==> src/shared/alternate_pointer_cfg.svh <==
// Register map, field positions, reset values and instruction timing for the pointer unit
`ifndef ALTERNATE_POINTER_CFG_SVH
`define ALTERNATE_POINTER_CFG_SVH

// ****************
// Register indices (byte address = 4 * index)
// ****************
`define LEN_IDX 8'hE3
`define MODE_IDX 8'hE4
`define CFG_IDX 8'hE5
`define PTR0_IDX 8'hE6
`define PTR1_IDX 8'hE7

// ****************
// Field positions
// ****************
`define MODE_REDIRECT_BIT 0
`define MODE_NOINDEX_BIT 1
`define MODE_CIRC0_BIT 2
`define MODE_CIRC1_BIT 3
`define CFG_SELECT_BIT 0
`define CFG_UPD0_BIT 4
`define CFG_UPD1_BIT 5
`define CFG_DIR0_BIT 6
`define CFG_DIR1_BIT 7

// ****************
// Reset values
// ****************
`define LEN_RST 8'h00
`define MODE_RST 4'h0
`define CFG_RST 8'h00
`define PTR_RST 16'h0000

// ****************
// Addresses and opcodes
// ****************
`define REGION_B_BASE 16'h0100
`define PREFIX_BYTE 8'hA5
`define OPC_LOAD 8'h90
`define OPC_CODE 8'h93
`define OPC_INC 8'hA3
`define OPC_XRD 8'hE0
`define OPC_XWR 8'hF0

// ****************
// Instruction length and cycles
// ****************
`define BYTES_LOAD 3'h4
`define BYTES_SHORT 3'h2
`define CYC_LOAD 3'h4
`define CYC_CODE 3'h4
`define CYC_INC 3'h3
`define CYC_X_INT 3'h3
`define CYC_X_EXT 3'h5

`endif

==> src/shared/alternate_pointer_pkg.sv <==
// Types shared by the pointer unit
package alternate_pointer_pkg;
  typedef enum logic [2:0] {
    OP_NONE = 3'h0,
    OP_LOAD = 3'h1,
    OP_CODE = 3'h2,
    OP_INC = 3'h3,
    OP_XRD = 3'h4,
    OP_XWR = 3'h5
  } op_t;
endpackage

==> src/shared/pointer_step_if.sv <==
// Signals between the pointer unit and one pointer stepper
`timescale 1ns/1ns
`default_nettype none
interface pointer_step_if;
  logic [15:0] ptr;
  logic [7:0] len;
  logic circ_en;
  logic dec;
  logic [15:0] nxt;
  modport owner (output ptr, output len, output circ_en, output dec, input nxt);
  modport stepper (input ptr, input len, input circ_en, input dec, output nxt);
endinterface
`default_nettype wire

==> src/verilog/pointer_step.sv <==
// Next value of one pointer with circular wrap
`timescale 1ns/1ns
`default_nettype none
`include "alternate_pointer_cfg.svh"
module pointer_step (
  // Pointer and mode
  pointer_step_if.stepper s
);
  wire [15:0] top_a = {8'h00, s.len};
  wire [15:0] top_b = `REGION_B_BASE + {8'h00, s.len};
  wire at_top = (s.ptr == top_a) || (s.ptr == top_b);
  wire at_base = (s.ptr == 16'h0000) || (s.ptr == `REGION_B_BASE);
  wire in_b = s.ptr[8];
  wire [15:0] plain_nxt = s.dec ? s.ptr - 16'h0001 : s.ptr + 16'h0001;
  wire [15:0] wrap_up = in_b ? `REGION_B_BASE : 16'h0000;
  wire [15:0] wrap_down = in_b ? top_b : top_a;

  // ****************
  // Wrap selection
  // ****************
  assign s.nxt = (s.circ_en && !s.dec && at_top) ? wrap_up :
                 (s.circ_en && s.dec && at_base) ? wrap_down :
                 plain_nxt;
endmodule
`default_nettype wire

==> src/verilog/dual_pointer_unit.sv <==
// Dual data pointer address unit with AXI4-Lite register access
`timescale 1ns/1ns
`default_nettype none
`include "alternate_pointer_cfg.svh"
module dual_pointer_unit (
  // Clock and reset
  input wire logic aclk,
  input wire logic aresetn,
  // AXI4-Lite write address
  input wire logic awvalid,
  output logic awready,
  input wire logic [11:0] awaddr,
  input wire logic [2:0] awprot,
  // AXI4-Lite write data
  input wire logic wvalid,
  output logic wready,
  input wire logic [31:0] wdata,
  input wire logic [3:0] wstrb,
  // AXI4-Lite write response
  output logic bvalid,
  input wire logic bready,
  output logic [1:0] bresp,
  // AXI4-Lite read address
  input wire logic arvalid,
  output logic arready,
  input wire logic [11:0] araddr,
  input wire logic [2:0] arprot,
  // AXI4-Lite read data
  output logic rvalid,
  input wire logic rready,
  output logic [31:0] rdata,
  output logic [1:0] rresp,
  // Instruction from the sequencer
  input wire logic op_valid,
  input wire logic op_prefixed,
  input wire logic [7:0] op_byte,
  input wire logic [15:0] op_imm,
  input wire logic [7:0] op_acc,
  input wire logic op_x_external,
  // Access result to the sequencer and memories
  output logic res_valid,
  output alternate_pointer_pkg::op_t res_op,
  output logic [15:0] res_addr,
  output logic res_dest_b,
  output logic [2:0] res_bytes,
  output logic [2:0] res_cycles,
  // Pointer state
  output logic [15:0] pointer_zero,
  output logic [15:0] pointer_one
);
  // ****************
  // Registers
  // ****************
  logic [7:0] circular_buffer_length_r;
  logic [3:0] pointer_mode_register_r;
  logic [7:0] cfg_r;
  logic [15:0] ptr_r [2];
  logic aw_got_r, w_got_r;
  logic [9:0] aw_idx_r;
  logic [31:0] wdata_r;
  logic [3:0] wstrb_r;
  logic [1:0] bresp_r;
  logic bvalid_r;
  logic rvalid_r;
  logic [31:0] rdata_r;
  logic [1:0] rresp_r;
  logic res_valid_r;
  alternate_pointer_pkg::op_t res_op_r;
  logic [15:0] res_addr_r;
  logic res_dest_b_r;
  logic [2:0] res_bytes_r;
  logic [2:0] res_cycles_r;

  function automatic alternate_pointer_pkg::op_t decode_op(input logic [7:0] b);
    case (b)
      `OPC_LOAD: decode_op = alternate_pointer_pkg::OP_LOAD;
      `OPC_CODE: decode_op = alternate_pointer_pkg::OP_CODE;
      `OPC_INC: decode_op = alternate_pointer_pkg::OP_INC;
      `OPC_XRD: decode_op = alternate_pointer_pkg::OP_XRD;
      `OPC_XWR: decode_op = alternate_pointer_pkg::OP_XWR;
      default: decode_op = alternate_pointer_pkg::OP_NONE;
    endcase
  endfunction

  function automatic logic known_idx(input logic [9:0] i);
    known_idx = (i == {2'b00, `LEN_IDX}) || (i == {2'b00, `MODE_IDX}) || (i == {2'b00, `CFG_IDX}) ||
                (i == {2'b00, `PTR0_IDX}) || (i == {2'b00, `PTR1_IDX});
  endfunction

  // ****************
  // Mode fields
  // ****************
  wire redirect = pointer_mode_register_r[`MODE_REDIRECT_BIT];
  wire no_index = pointer_mode_register_r[`MODE_NOINDEX_BIT];
  wire [1:0] circ_en = {pointer_mode_register_r[`MODE_CIRC1_BIT],
                        pointer_mode_register_r[`MODE_CIRC0_BIT]};
  wire [1:0] upd_en = {cfg_r[`CFG_UPD1_BIT], cfg_r[`CFG_UPD0_BIT]};
  wire [1:0] dir = {cfg_r[`CFG_DIR1_BIT], cfg_r[`CFG_DIR0_BIT]};
  wire sel = cfg_r[`CFG_SELECT_BIT];

  // ****************
  // Instruction decode
  // ****************
  wire alternate_pointer_pkg::op_t op = decode_op(op_byte);
  wire use_one = sel ^ op_prefixed;
  wire [15:0] used_ptr = use_one ? ptr_r[1] : ptr_r[0];
  wire [15:0] code_addr = no_index ? used_ptr : used_ptr + {8'h00, op_acc};
  wire is_access = (op == alternate_pointer_pkg::OP_CODE) || (op == alternate_pointer_pkg::OP_XRD) || (op == alternate_pointer_pkg::OP_XWR);
  wire dest_b = redirect && use_one && is_access;
  wire take = op_valid && (op != alternate_pointer_pkg::OP_NONE);
  wire do_inc = take && (op == alternate_pointer_pkg::OP_INC);
  wire do_auto = take && is_access && (use_one ? upd_en[1] : upd_en[0]);
  wire do_load = take && (op == alternate_pointer_pkg::OP_LOAD);
  wire [2:0] x_cyc = op_x_external ? `CYC_X_EXT : `CYC_X_INT;
  wire [2:0] op_bytes = (op == alternate_pointer_pkg::OP_LOAD) ? `BYTES_LOAD : `BYTES_SHORT;
  wire [2:0] op_cycles = (op == alternate_pointer_pkg::OP_LOAD) ? `CYC_LOAD :
                         (op == alternate_pointer_pkg::OP_CODE) ? `CYC_CODE :
                         (op == alternate_pointer_pkg::OP_INC) ? `CYC_INC :
                         x_cyc;
  wire [15:0] op_addr = (op == alternate_pointer_pkg::OP_CODE) ? code_addr : used_ptr;

  // ****************
  // Pointer steppers
  // ****************
  wire [15:0] step_nxt [2];
  genvar g;
  generate
    for (g = 0; g < 2; g++) begin : g_step
      pointer_step_if sif ();
      assign sif.ptr = ptr_r[g];
      assign sif.len = circular_buffer_length_r;
      assign sif.circ_en = circ_en[g];
      assign sif.dec = dir[g];
      assign step_nxt[g] = sif.nxt;
      pointer_step u_step (
        .s(sif)
      );
      wire hit = (g == 1) ? use_one : !use_one;
      always_ff @(posedge aclk) begin
        if (!aresetn) begin
          ptr_r[g] <= `PTR_RST;
        end else if (hit && do_load) begin
          ptr_r[g] <= op_imm;
        end else if (hit && (do_inc || do_auto)) begin
          ptr_r[g] <= step_nxt[g];
        end
      end
    end
  endgenerate

  // ****************
  // Result register
  // ****************
  always_ff @(posedge aclk) begin
    if (!aresetn) begin
      res_valid_r <= 1'b0;
      res_op_r <= alternate_pointer_pkg::OP_NONE;
      res_addr_r <= 16'h0000;
      res_dest_b_r <= 1'b0;
      res_bytes_r <= 3'h0;
      res_cycles_r <= 3'h0;
    end else begin
      res_valid_r <= take;
      if (take) begin
        res_op_r <= op;
        res_addr_r <= op_addr;
        res_dest_b_r <= dest_b;
        res_bytes_r <= op_bytes;
        res_cycles_r <= op_cycles;
      end
    end
  end

  // ****************
  // AXI4-Lite write
  // ****************
  wire aw_hs = awvalid && awready;
  wire w_hs = wvalid && wready;
  wire wr_go = aw_got_r && w_got_r && !bvalid_r;
  wire wr_known = known_idx(aw_idx_r);
  wire wr_ro = (aw_idx_r == {2'b00, `PTR0_IDX}) || (aw_idx_r == {2'b00, `PTR1_IDX});
  assign awready = !aw_got_r && !bvalid_r;
  assign wready = !w_got_r && !bvalid_r;

  always_ff @(posedge aclk) begin
    if (!aresetn) begin
      aw_got_r <= 1'b0;
      w_got_r <= 1'b0;
      aw_idx_r <= 10'h000;
      wdata_r <= 32'h00000000;
      wstrb_r <= 4'h0;
      bvalid_r <= 1'b0;
      bresp_r <= 2'b00;
    end else begin
      if (aw_hs) begin
        aw_got_r <= 1'b1;
        aw_idx_r <= awaddr[11:2];
      end
      if (w_hs) begin
        w_got_r <= 1'b1;
        wdata_r <= wdata;
        wstrb_r <= wstrb;
      end
      if (wr_go) begin
        aw_got_r <= 1'b0;
        w_got_r <= 1'b0;
        bvalid_r <= 1'b1;
        bresp_r <= (wr_known && !wr_ro) ? 2'b00 : 2'b10;
      end else if (bvalid_r && bready) begin
        bvalid_r <= 1'b0;
      end
    end
  end

  always_ff @(posedge aclk) begin
    if (!aresetn) begin
      circular_buffer_length_r <= `LEN_RST;
      pointer_mode_register_r <= `MODE_RST;
      cfg_r <= `CFG_RST;
    end else if (wr_go && wstrb_r[0]) begin
      if (aw_idx_r == {2'b00, `LEN_IDX}) begin
        circular_buffer_length_r <= wdata_r[7:0];
      end
      if (aw_idx_r == {2'b00, `MODE_IDX}) begin
        pointer_mode_register_r <= wdata_r[3:0];
      end
      if (aw_idx_r == {2'b00, `CFG_IDX}) begin
        cfg_r <= wdata_r[7:0];
      end
    end
  end

  // ****************
  // AXI4-Lite read
  // ****************
  wire [9:0] ar_idx = araddr[11:2];
  wire [31:0] rd_mux = (ar_idx == {2'b00, `LEN_IDX}) ? {24'h000000, circular_buffer_length_r} :
                       (ar_idx == {2'b00, `MODE_IDX}) ? {28'h0000000, pointer_mode_register_r} :
                       (ar_idx == {2'b00, `CFG_IDX}) ? {24'h000000, cfg_r} :
                       (ar_idx == {2'b00, `PTR0_IDX}) ? {16'h0000, ptr_r[0]} :
                       (ar_idx == {2'b00, `PTR1_IDX}) ? {16'h0000, ptr_r[1]} :
                       32'h00000000;
  assign arready = !rvalid_r;

  always_ff @(posedge aclk) begin
    if (!aresetn) begin
      rvalid_r <= 1'b0;
      rdata_r <= 32'h00000000;
      rresp_r <= 2'b00;
    end else if (arvalid && arready) begin
      rvalid_r <= 1'b1;
      rdata_r <= rd_mux;
      rresp_r <= known_idx(ar_idx) ? 2'b00 : 2'b10;
    end else if (rvalid_r && rready) begin
      rvalid_r <= 1'b0;
    end
  end

  // ****************
  // Outputs
  // ****************
  assign bvalid = bvalid_r;
  assign bresp = bresp_r;
  assign rvalid = rvalid_r;
  assign rdata = rdata_r;
  assign rresp = rresp_r;
  assign res_valid = res_valid_r;
  assign res_op = res_op_r;
  assign res_addr = res_addr_r;
  assign res_dest_b = res_dest_b_r;
  assign res_bytes = res_bytes_r;
  assign res_cycles = res_cycles_r;
  assign pointer_zero = ptr_r[0];
  assign pointer_one = ptr_r[1];
endmodule
`default_nettype wire

==> config.mk <==
export PLATFORM = sky130hd
export DESIGN_NAME = dual_pointer_unit
export DESIGN_NICKNAME = d
export VERILOG_FILES = /design/src/shared/alternate_pointer_pkg.sv /design/src/shared/pointer_step_if.sv /design/src/verilog/pointer_step.sv /design/src/verilog/dual_pointer_unit.sv
export VERILOG_INCLUDE_DIRS = /design/src /design/src/shared
export SDC_FILE = /design/constraint.sdc
export NUM_CORES = 1
export LEC_CHECK = 0
export ABC_AREA = 1
export BUFFER_PORTS_ARGS = -buffer_cell sky130_fd_sc_hd__buf_2
export CELL_PAD_IN_SITES_DETAIL_PLACEMENT = 0
export CELL_PAD_IN_SITES_GLOBAL_PLACEMENT = 1
export CORE_MARGIN = 2
export CORE_UTILIZATION = 39
export CTS_BUF_LIST = sky130_fd_sc_hd__clkbuf_2
export CTS_CLUSTER_DIAMETER = 200
export DETAILED_ROUTE_END_ITERATION = 6
export PLACE_DENSITY_LB_ADDON = 0.1
export RECOVER_POWER = 100
export SETUP_SLACK_MARGIN = 0.3
export SYNTH_ARGS = -nofsm -noshare
export SYNTH_HDL_FRONTEND = slang
export SYNTH_SLANG_ARGS = --single-unit
==> constraint.sdc <==
create_clock -name aclk -period 3.4 [get_ports aclk]
set_clock_uncertainty 0.05 [all_clocks]
set_input_delay 0.34 -clock aclk [delete_from_list [all_inputs] [get_ports aclk]]
set_output_delay 0.34 -clock aclk [all_outputs]
set_load 0.01 [all_outputs]
==> flow_metrics.py, run 1 <==
metrics = {
    "synthesis": {
        "ys_seq_area_share_pct": 31.84,
        "netlist_instances": 1282,
        "avgSynthCellArea_um2": 6.621,
        "yosysTopAreaCell": "dfxtp_1",
        "ys_types": 49,
        "synth_most_common_cell": "nand2_1",
        "synthFlopType": "dfxtp_1",
        "netlist_top_cells_area": "dfxtp_1 (21%), nand2_1 (14%), edfxtp_1 (11%), inv_1 (6.8%), o21ai_0 (6.4%)",
        "synth_edf_count": 32,
        "synthesis.area_mm2": 0.008488,
        "synth_commonest_cells": "nand2_1 (322), inv_1 (153), nor2_1 (140)",
        "synth_top_area_share_pct": 20.52,
        "ys_ff_latch": 119,
        "yosysWarnings": 0,
        "async_reset_ff_share_pct": 0,
    },
    "placed_design": {
        "dpl_worst_slack_ns": 0.3914,
        "portBuffers": 151,
        "dp_hpwl_mm": 22.62,
        "place.gp.congestion": 0.9449,
    },
    "pwr": {
        "comb_power_share_pct": 16.4,
        "peakVddDrop_mv": 0.1479,
        "p_int_w": 0.001937,
        "sequentialPowerShare_pct": 52.1,
        "clockPowerShare_pct": 31.5,
        "p_switching_w": 0.001073,
        "swShare_pct": 35.65,
        "power_density_mw_per_mm2": 299.6,
        "power_leakage_nw": 4.762,
    },
    "critical_path": {
        "cp_slowest_cell": "dlygate4sd3_1",
        "worstSetupEndpointType": "register",
        "startpoint_type": "input port",
        "critPathKind": "input port to register",
        "cp_data_required_time_ns": 3.79,
        "r2r_slack_ns": 0.53,
        "crit_path_frequent_cell": "nand2_1",
        "slowest_delay_ns": 0.56,
        "cp.arrival_ns": 3.30,
        "critPathBufInv": 3,
        "crit_family": "simple AND/OR/NAND/NOR gates",
        "crit_chain": "dlygate4sd3_1 > clkbuf_1 > nand2_1 > dlygate4sd3_1 > nor2_1 > nand2_1 > nand2_1 > nand2_1 > nand2_4 > nand2_4 > nand2_1 > nand2_1 > nand2_4",
        "cp_max_fo": 34,
    },
    "clocking": {
        "clk_latency_ns": 0.74,
        "clkTransAtPathRegs_ns": 0.23,
        "cts_made_buffers": 17,
        "clk_path_buf_depth": 2,
        "root_buffer": "clkbuf_2",
        "cts_sinks": 119,
        "postCtsSetupRepairBufs": 0,
        "htreeDepth": 4,
        "cts_tree": "yes",
    },
    "timing": {
        "finalCritPeriodShare_pct": 85.67,
        "setup_violations": 0,
        "hold_viol": 0,
        "setup-tns-final_ns": 0,
        "maxSlewHeadroom_pct": 41.61,
        "setup_slack_ns": 0.4873,
        "slew_violations": 0,
        "worstMarginPinSlew_ns": 0.8711,
        "rsz0062_at_grt": "no",
        "max_clock_freq_mhz": 343.3,
        "fin_crit_ns": 2.913,
    },
    "floorplan": {
        "rows": 53,
        "ios": 208,
        "die_h_um": 151.5,
        "die_x_um": 151.5,
        "start_util_pct": 40.00,
        "core_area_mm2": 0.02122,
        "die-area_mm2": 0.02296,
    },
    "grt": {
        "grt_start_max_net_pins": 50,
        "antenna_found_initial": 1,
        "grt_pass1_vias": 8158,
        "grt_use_total_pct": 25.14,
        "grt_pass1_wl_mm": 44.04,
        "overflow": 0,
    },
    "run": {
        "drv_cap": 0,
    },
    "route": {
        "wl_mm": 29.11,
        "drc": 3,
        "avgRoutedWirePerCell_um": 16.43,
        "vias_per_cell": 5.063,
        "firstDrtPassIters": 7,
        "first_iter_violations": 735,
        "vias": 8971,
        "ant_nets": 0,
    },
    "final_layout": {
        "drive_gt1_share_pct": 9.565,
        "syn_to_final_growth_pct": 18.35,
        "layout.nets": 1629,
    },
    "status": {
        "status": "complete, but fails checks",
        "violations": "design-rule violations",
    },
    "worst_hold_path": {
        "hold_class": "input port to register",
    },
}
per-layer routing:
layer  up-vias  share of wire [%]  GRT usage (%)
met5         -                  0              0
met4         0                1.6          6.204
met3        33                5.7          3.832
met2       317                 47          42.29
met1      3998                 46          33.94
li1       4623                  -              -
power groups by stage:
stage	Combinational (W)	Clock [W]	Sequential (W)
after global placement	0.000460	0	0.00160
after global routing	0.000557	0.00103	0.00158
final	0.000494	0.000948	0.00157
after detailed placement	0.000462	0	0.00160
after floorplan	0.000297	0	0.00159
after CTS	0.000505	0.000977	0.00157
logic make-up (layout without fill, tap and decap cells):
kind of cell,Yosys count,after routing,synth area share (%)
and+or+nand+nor,603,603,30.87
AOI/OAI and AO/OA,286,286,18.22
buffers and inverters,209,404,10.44
DFF,119,119,31.84
adders and majority gates,39,39,6.014
xor gates and xnor gates,25,25,2.580
other,1,21,0.04418
tightest hold or removal path, delay by kind of cell:
| kind | cells | cell delay, ns |
|---|---|---|
| compound gates | 2 | 0.21 |
| buf+inv | 2 | 0.17 |
| simple gates | 1 | 0.13 |
area by class of cell:
cell class	instances	area [µm²]
diodes	2	5.005
clock buffers	17	85.08
clock inverters	15	153.9
fillers	2397	11170
inverters	160	600.6
multi-input cells	972	4928
flip-flops and latches	119	2703
well taps	275	344.1
repair buffers	212	1226
worst paths after layout:
check / start / to / cells after the start
max: op_byte[1] / ptr_r[1][6] / 13
max reg2reg: cfg_r[0] / res_addr[10] / 14
min reg2reg: aw_idx_r[3] / aw_idx_r[3] / 2
min: araddr[2] / rdata[4] / 5
per-stage QoR:
step	hold WS [ns]	instances	util [%]	instance area, µm²	power, W
2_1_floorplan	0.3738	1300	-	8556	0.001886
3_3_place_gp	0.3889	1689	44.58	9460	0.002056
3_5_place_dp	0.3977	1689	44.58	9460	0.002058
4_1_cts	0.02103	1770	48.02	10190	0.003050
5_1_grt	0.04941	1772	47.34	10050	0.003162
6_report	0.07907	1772	47.34	10050	0.003010
placed cells by master, fill, tap and decap left out, types with 8 or more instances in the layout:
cell type / n
conb_1: 19
dfxtp_1: 87
xor2_1: 13
edfxtp_1: 32
a21oi_1: 108
inv_1: 155
buf_4: 9
buf_2: 71
o211ai_1: 8
nand3_1: 65
a211oi_1: 12
nand2_1: 323
o21ai_0: 117
clkbuf_2: 18
o21ai_1: 13
nor2_1: 144
clkbuf_1: 82
o22ai_1: 10
nor3_1: 13
ha_1: 36
xnor2_1: 12
nand2_2: 9
dlygate4sd3_1: 49
nand4_1: 21
sequential cells by signal (all words and copies together), names as in the netlist:
signal                    flops
res_addr                     16
res_op                        3
res_bytes                     2
w_got_r                       1
pointer_mode_register_r       4
aw_got_r                      1
bresp                         1
rvalid                        1
rresp                         1
wdata_r                       8
res_valid                     1
cfg_r                         8
res_cycles                    3
bvalid                        1
rdata                        16
aw_idx_r                     10
res_dest_b                    1
wstrb_r                       1
circular_buffer_length_r      8
ptr_r                        32
repair_timing:
item,4_1_cts,5_1_grt
hold buffers,49,0
hold endpoints to repair,75,0
resized for setup,0,4
setup endpoints to repair,0,20
(Power assumes the default switching activity.)
==> inputs of run 2 (changes only) <==
CORE_UTILIZATION = 35   (was 39)
GPL_TIMING_DRIVEN = 0   (was default)
clock period = 2.6 ns   (was 3.4 ns; I/O delays follow)
==> run 2 against run 1 <==
Effect of this change:
- the run now ends clean
- register-to-register slack worse by 0.47 ns
- die area increased by 11%
- utilization grew 1.9 points
- flip-flop and latch count unchanged
- sequential share of layout area shrank 3.6 points
- non-clock buffer count up 130
- combinational power up 86%
- largest power group unchanged
- first-iteration DRC count grew 1.9%
- count of clock-buffer cells in the layout did not move
- total power grew 43%
- sequential power is 30% higher
- design area grew 16%
==> flow_metrics.py, run 2 (synthesis results as in run 1) <==
metrics = {
    "grt": {
        "grt_use_total_pct": 25.00,
        "antenna_found_initial": 1,
        "grt_pass1_wl_mm": 50.02,
        "grt_start_max_net_pins": 22,
        "overflow": 0,
        "grt_pass1_vias": 9056,
    },
    "critical_path": {
        "cp.arrival_ns": 3.18,
        "worstSetupEndpointType": "register",
        "critPathKind": "register to register",
        "cp_data_required_time_ns": 3.24,
        "startpoint_type": "register",
        "cp_max_fo": 6,
    },
    "timing": {
        "worstMarginPinSlew_ns": 0.7198,
        "fin_crit_ns": 2.540,
        "setup_violations": 0,
        "finalCritPeriodShare_pct": 97.70,
        "rsz0062_at_grt": "yes",
        "hold_viol": 0,
        "slew_violations": 0,
        "max_clock_freq_mhz": 393.7,
        "maxSlewHeadroom_pct": 51.65,
        "setup_slack_ns": 0.05983,
        "hold_slack_ns": 0.04996,
    },
    "final_layout": {
        "final_cell_mix": "nand2_1 (305), inv_1 (149), nor2_1 (135)",
        "multi_input_area_mm2": 0.005403,
        "final_common_cell": "nand2_1",
        "layout.nets": 1760,
        "syn_to_final_growth_pct": 36.90,
        "drive_gt1_share_pct": 18.57,
        "fin_util_pct": 49.21,
        "largest_reg_flops": 32,
        "fin_area_mm2": 0.01162,
        "register_area_mm2": 0.002711,
        "nFillCells": 2543,
        "top_register": "ptr_r",
    },
    "route": {
        "vias": 9743,
        "wl_mm": 33.15,
        "ant_nets": 0,
        "avgRoutedWirePerCell_um": 17.03,
        "vias_per_cell": 5.004,
        "first_iter_violations": 749,
        "drc": 0,
        "firstDrtPassIters": 5,
    },
    "placed_design": {
        "dpl_worst_slack_ns": -0.4356,
        "dp_hpwl_mm": 25.00,
        "portBuffers": 151,
        "placed_cell_area_mm2": 0.009744,
        "place.gp.congestion": 0.9102,
    },
    "clocking": {
        "clk_path_buf_depth": 2,
        "clk_latency_ns": 0.78,
        "cts_made_buffers": 17,
        "clkTransAtPathRegs_ns": 0.25,
        "htreeDepth": 4,
        "cts_sinks": 119,
        "cts_tree": "yes",
        "root_buffer": "clkbuf_2",
    },
    "pwr": {
        "power_leakage_nw": 5.419,
        "peakVddDrop_mv": 0.2221,
        "power_density_mw_per_mm2": 371.7,
    },
    "floorplan": {
        "rows": 56,
        "start_util_pct": 35.95,
        "die_h_um": 159.7,
        "ios": 208,
        "die_x_um": 159.7,
        "die-area_mm2": 0.02551,
        "core_area_mm2": 0.02361,
    },
    "worst_hold_path": {
        "hold_class": "input port to register",
    },
    "status": {
        "status": "finished clean",
    },
    "run": {
        "drv_cap": 0,
    },
}
run 2: area by class of cell:
cell class / count / area share (%)
Clock buffer: 17 / 0.7322
Buffer: 49 / 2.606
Clock inverter: 15 / 1.486
Sequential cell: 119 / 23.33
Tap cell: 319 / 3.435
Multi-Input combinational cell: 973 / 46.50
Timing Repair Buffer: 293 / 16.68
Inverter: 160 / 5.190
Antenna cell: 2 / 0.04307
run 2: timing repair:
action | in CTS | in global routing
endpoints found under the setup margin | 75 | 81
hold endpoints to repair | 85 | 0
setup buffers | 19 | 38
gates cloned | 1 | 1
resized for setup | 60 | 66
hold buffers | 84 | 0
pin swaps | 16 | 37
run 2: per-layer routing:
layer  vias to the layer above  wire (µm)  global-route usage [%]
met1                      4520      14880                   32.75
met2                       308      15640                   42.50
met4                         0        795                   7.190
met3                        52       1837                   4.000
met5                         -          0                       0
li1                       4863          -                       -
run 2: where the power goes:
part	internal [W]	switching (W)	total (W)
logic	0.000409	0.000509	0.000918
registers	0.00197	0.0000665	0.00204
clock network	0.000410	0.000950	0.00136
total	0.00279	0.00153	0.00432
run 2: critical path, stage by stage (launching register included):
cell and delay [ns]:
dfxtp_2 0.40, inv_2 0.04, nand2_2 0.07, nand2_4 0.07, buf_6 0.12, clkbuf_16 0.15
buf_12 0.13, o21ai_4 0.11, inv_2 0.08, ha_4 0.31, nand2_2 0.07, nor2_2 0.11
nand2_1 0.08, nand2_2 0.10, nand2_4 0.07, nand2_4 0.09, nand2_4 0.06, o21bai_1 0.13
nand3_1 0.09, nand2_1 0.08, inv_1 0.03
run 2: per-stage QoR:
| step | total power [W] | TNS, ns | cells |
|---|---|---|---|
| after floorplan | 0.002473 | 0 | 1300 |
| after global placement | 0.002736 | -4.522 | 1770 |
| after detailed placement | 0.002739 | -5.181 | 1770 |
| after CTS | 0.004282 | 0 | 1906 |
| after global routing | 0.004519 | -0.6662 | 1947 |
| final | 0.004319 | 0 | 1947 |
run 2: final timing paths:
| kind | to | cells after the start | start | slack (ns) |
|---|---|---|---|---|
| worst max-delay path | res_addr[15] | 20 | cfg_r[0] | 0.06 |
| worst min-delay path | wdata_r[7] | 5 | wvalid | 0.05 |
| worst max register to register | res_addr[15] | 20 | cfg_r[0] | 0.06 |
| worst min register to register | cfg_r[2] | 2 | cfg_r[2] | 0.42 |
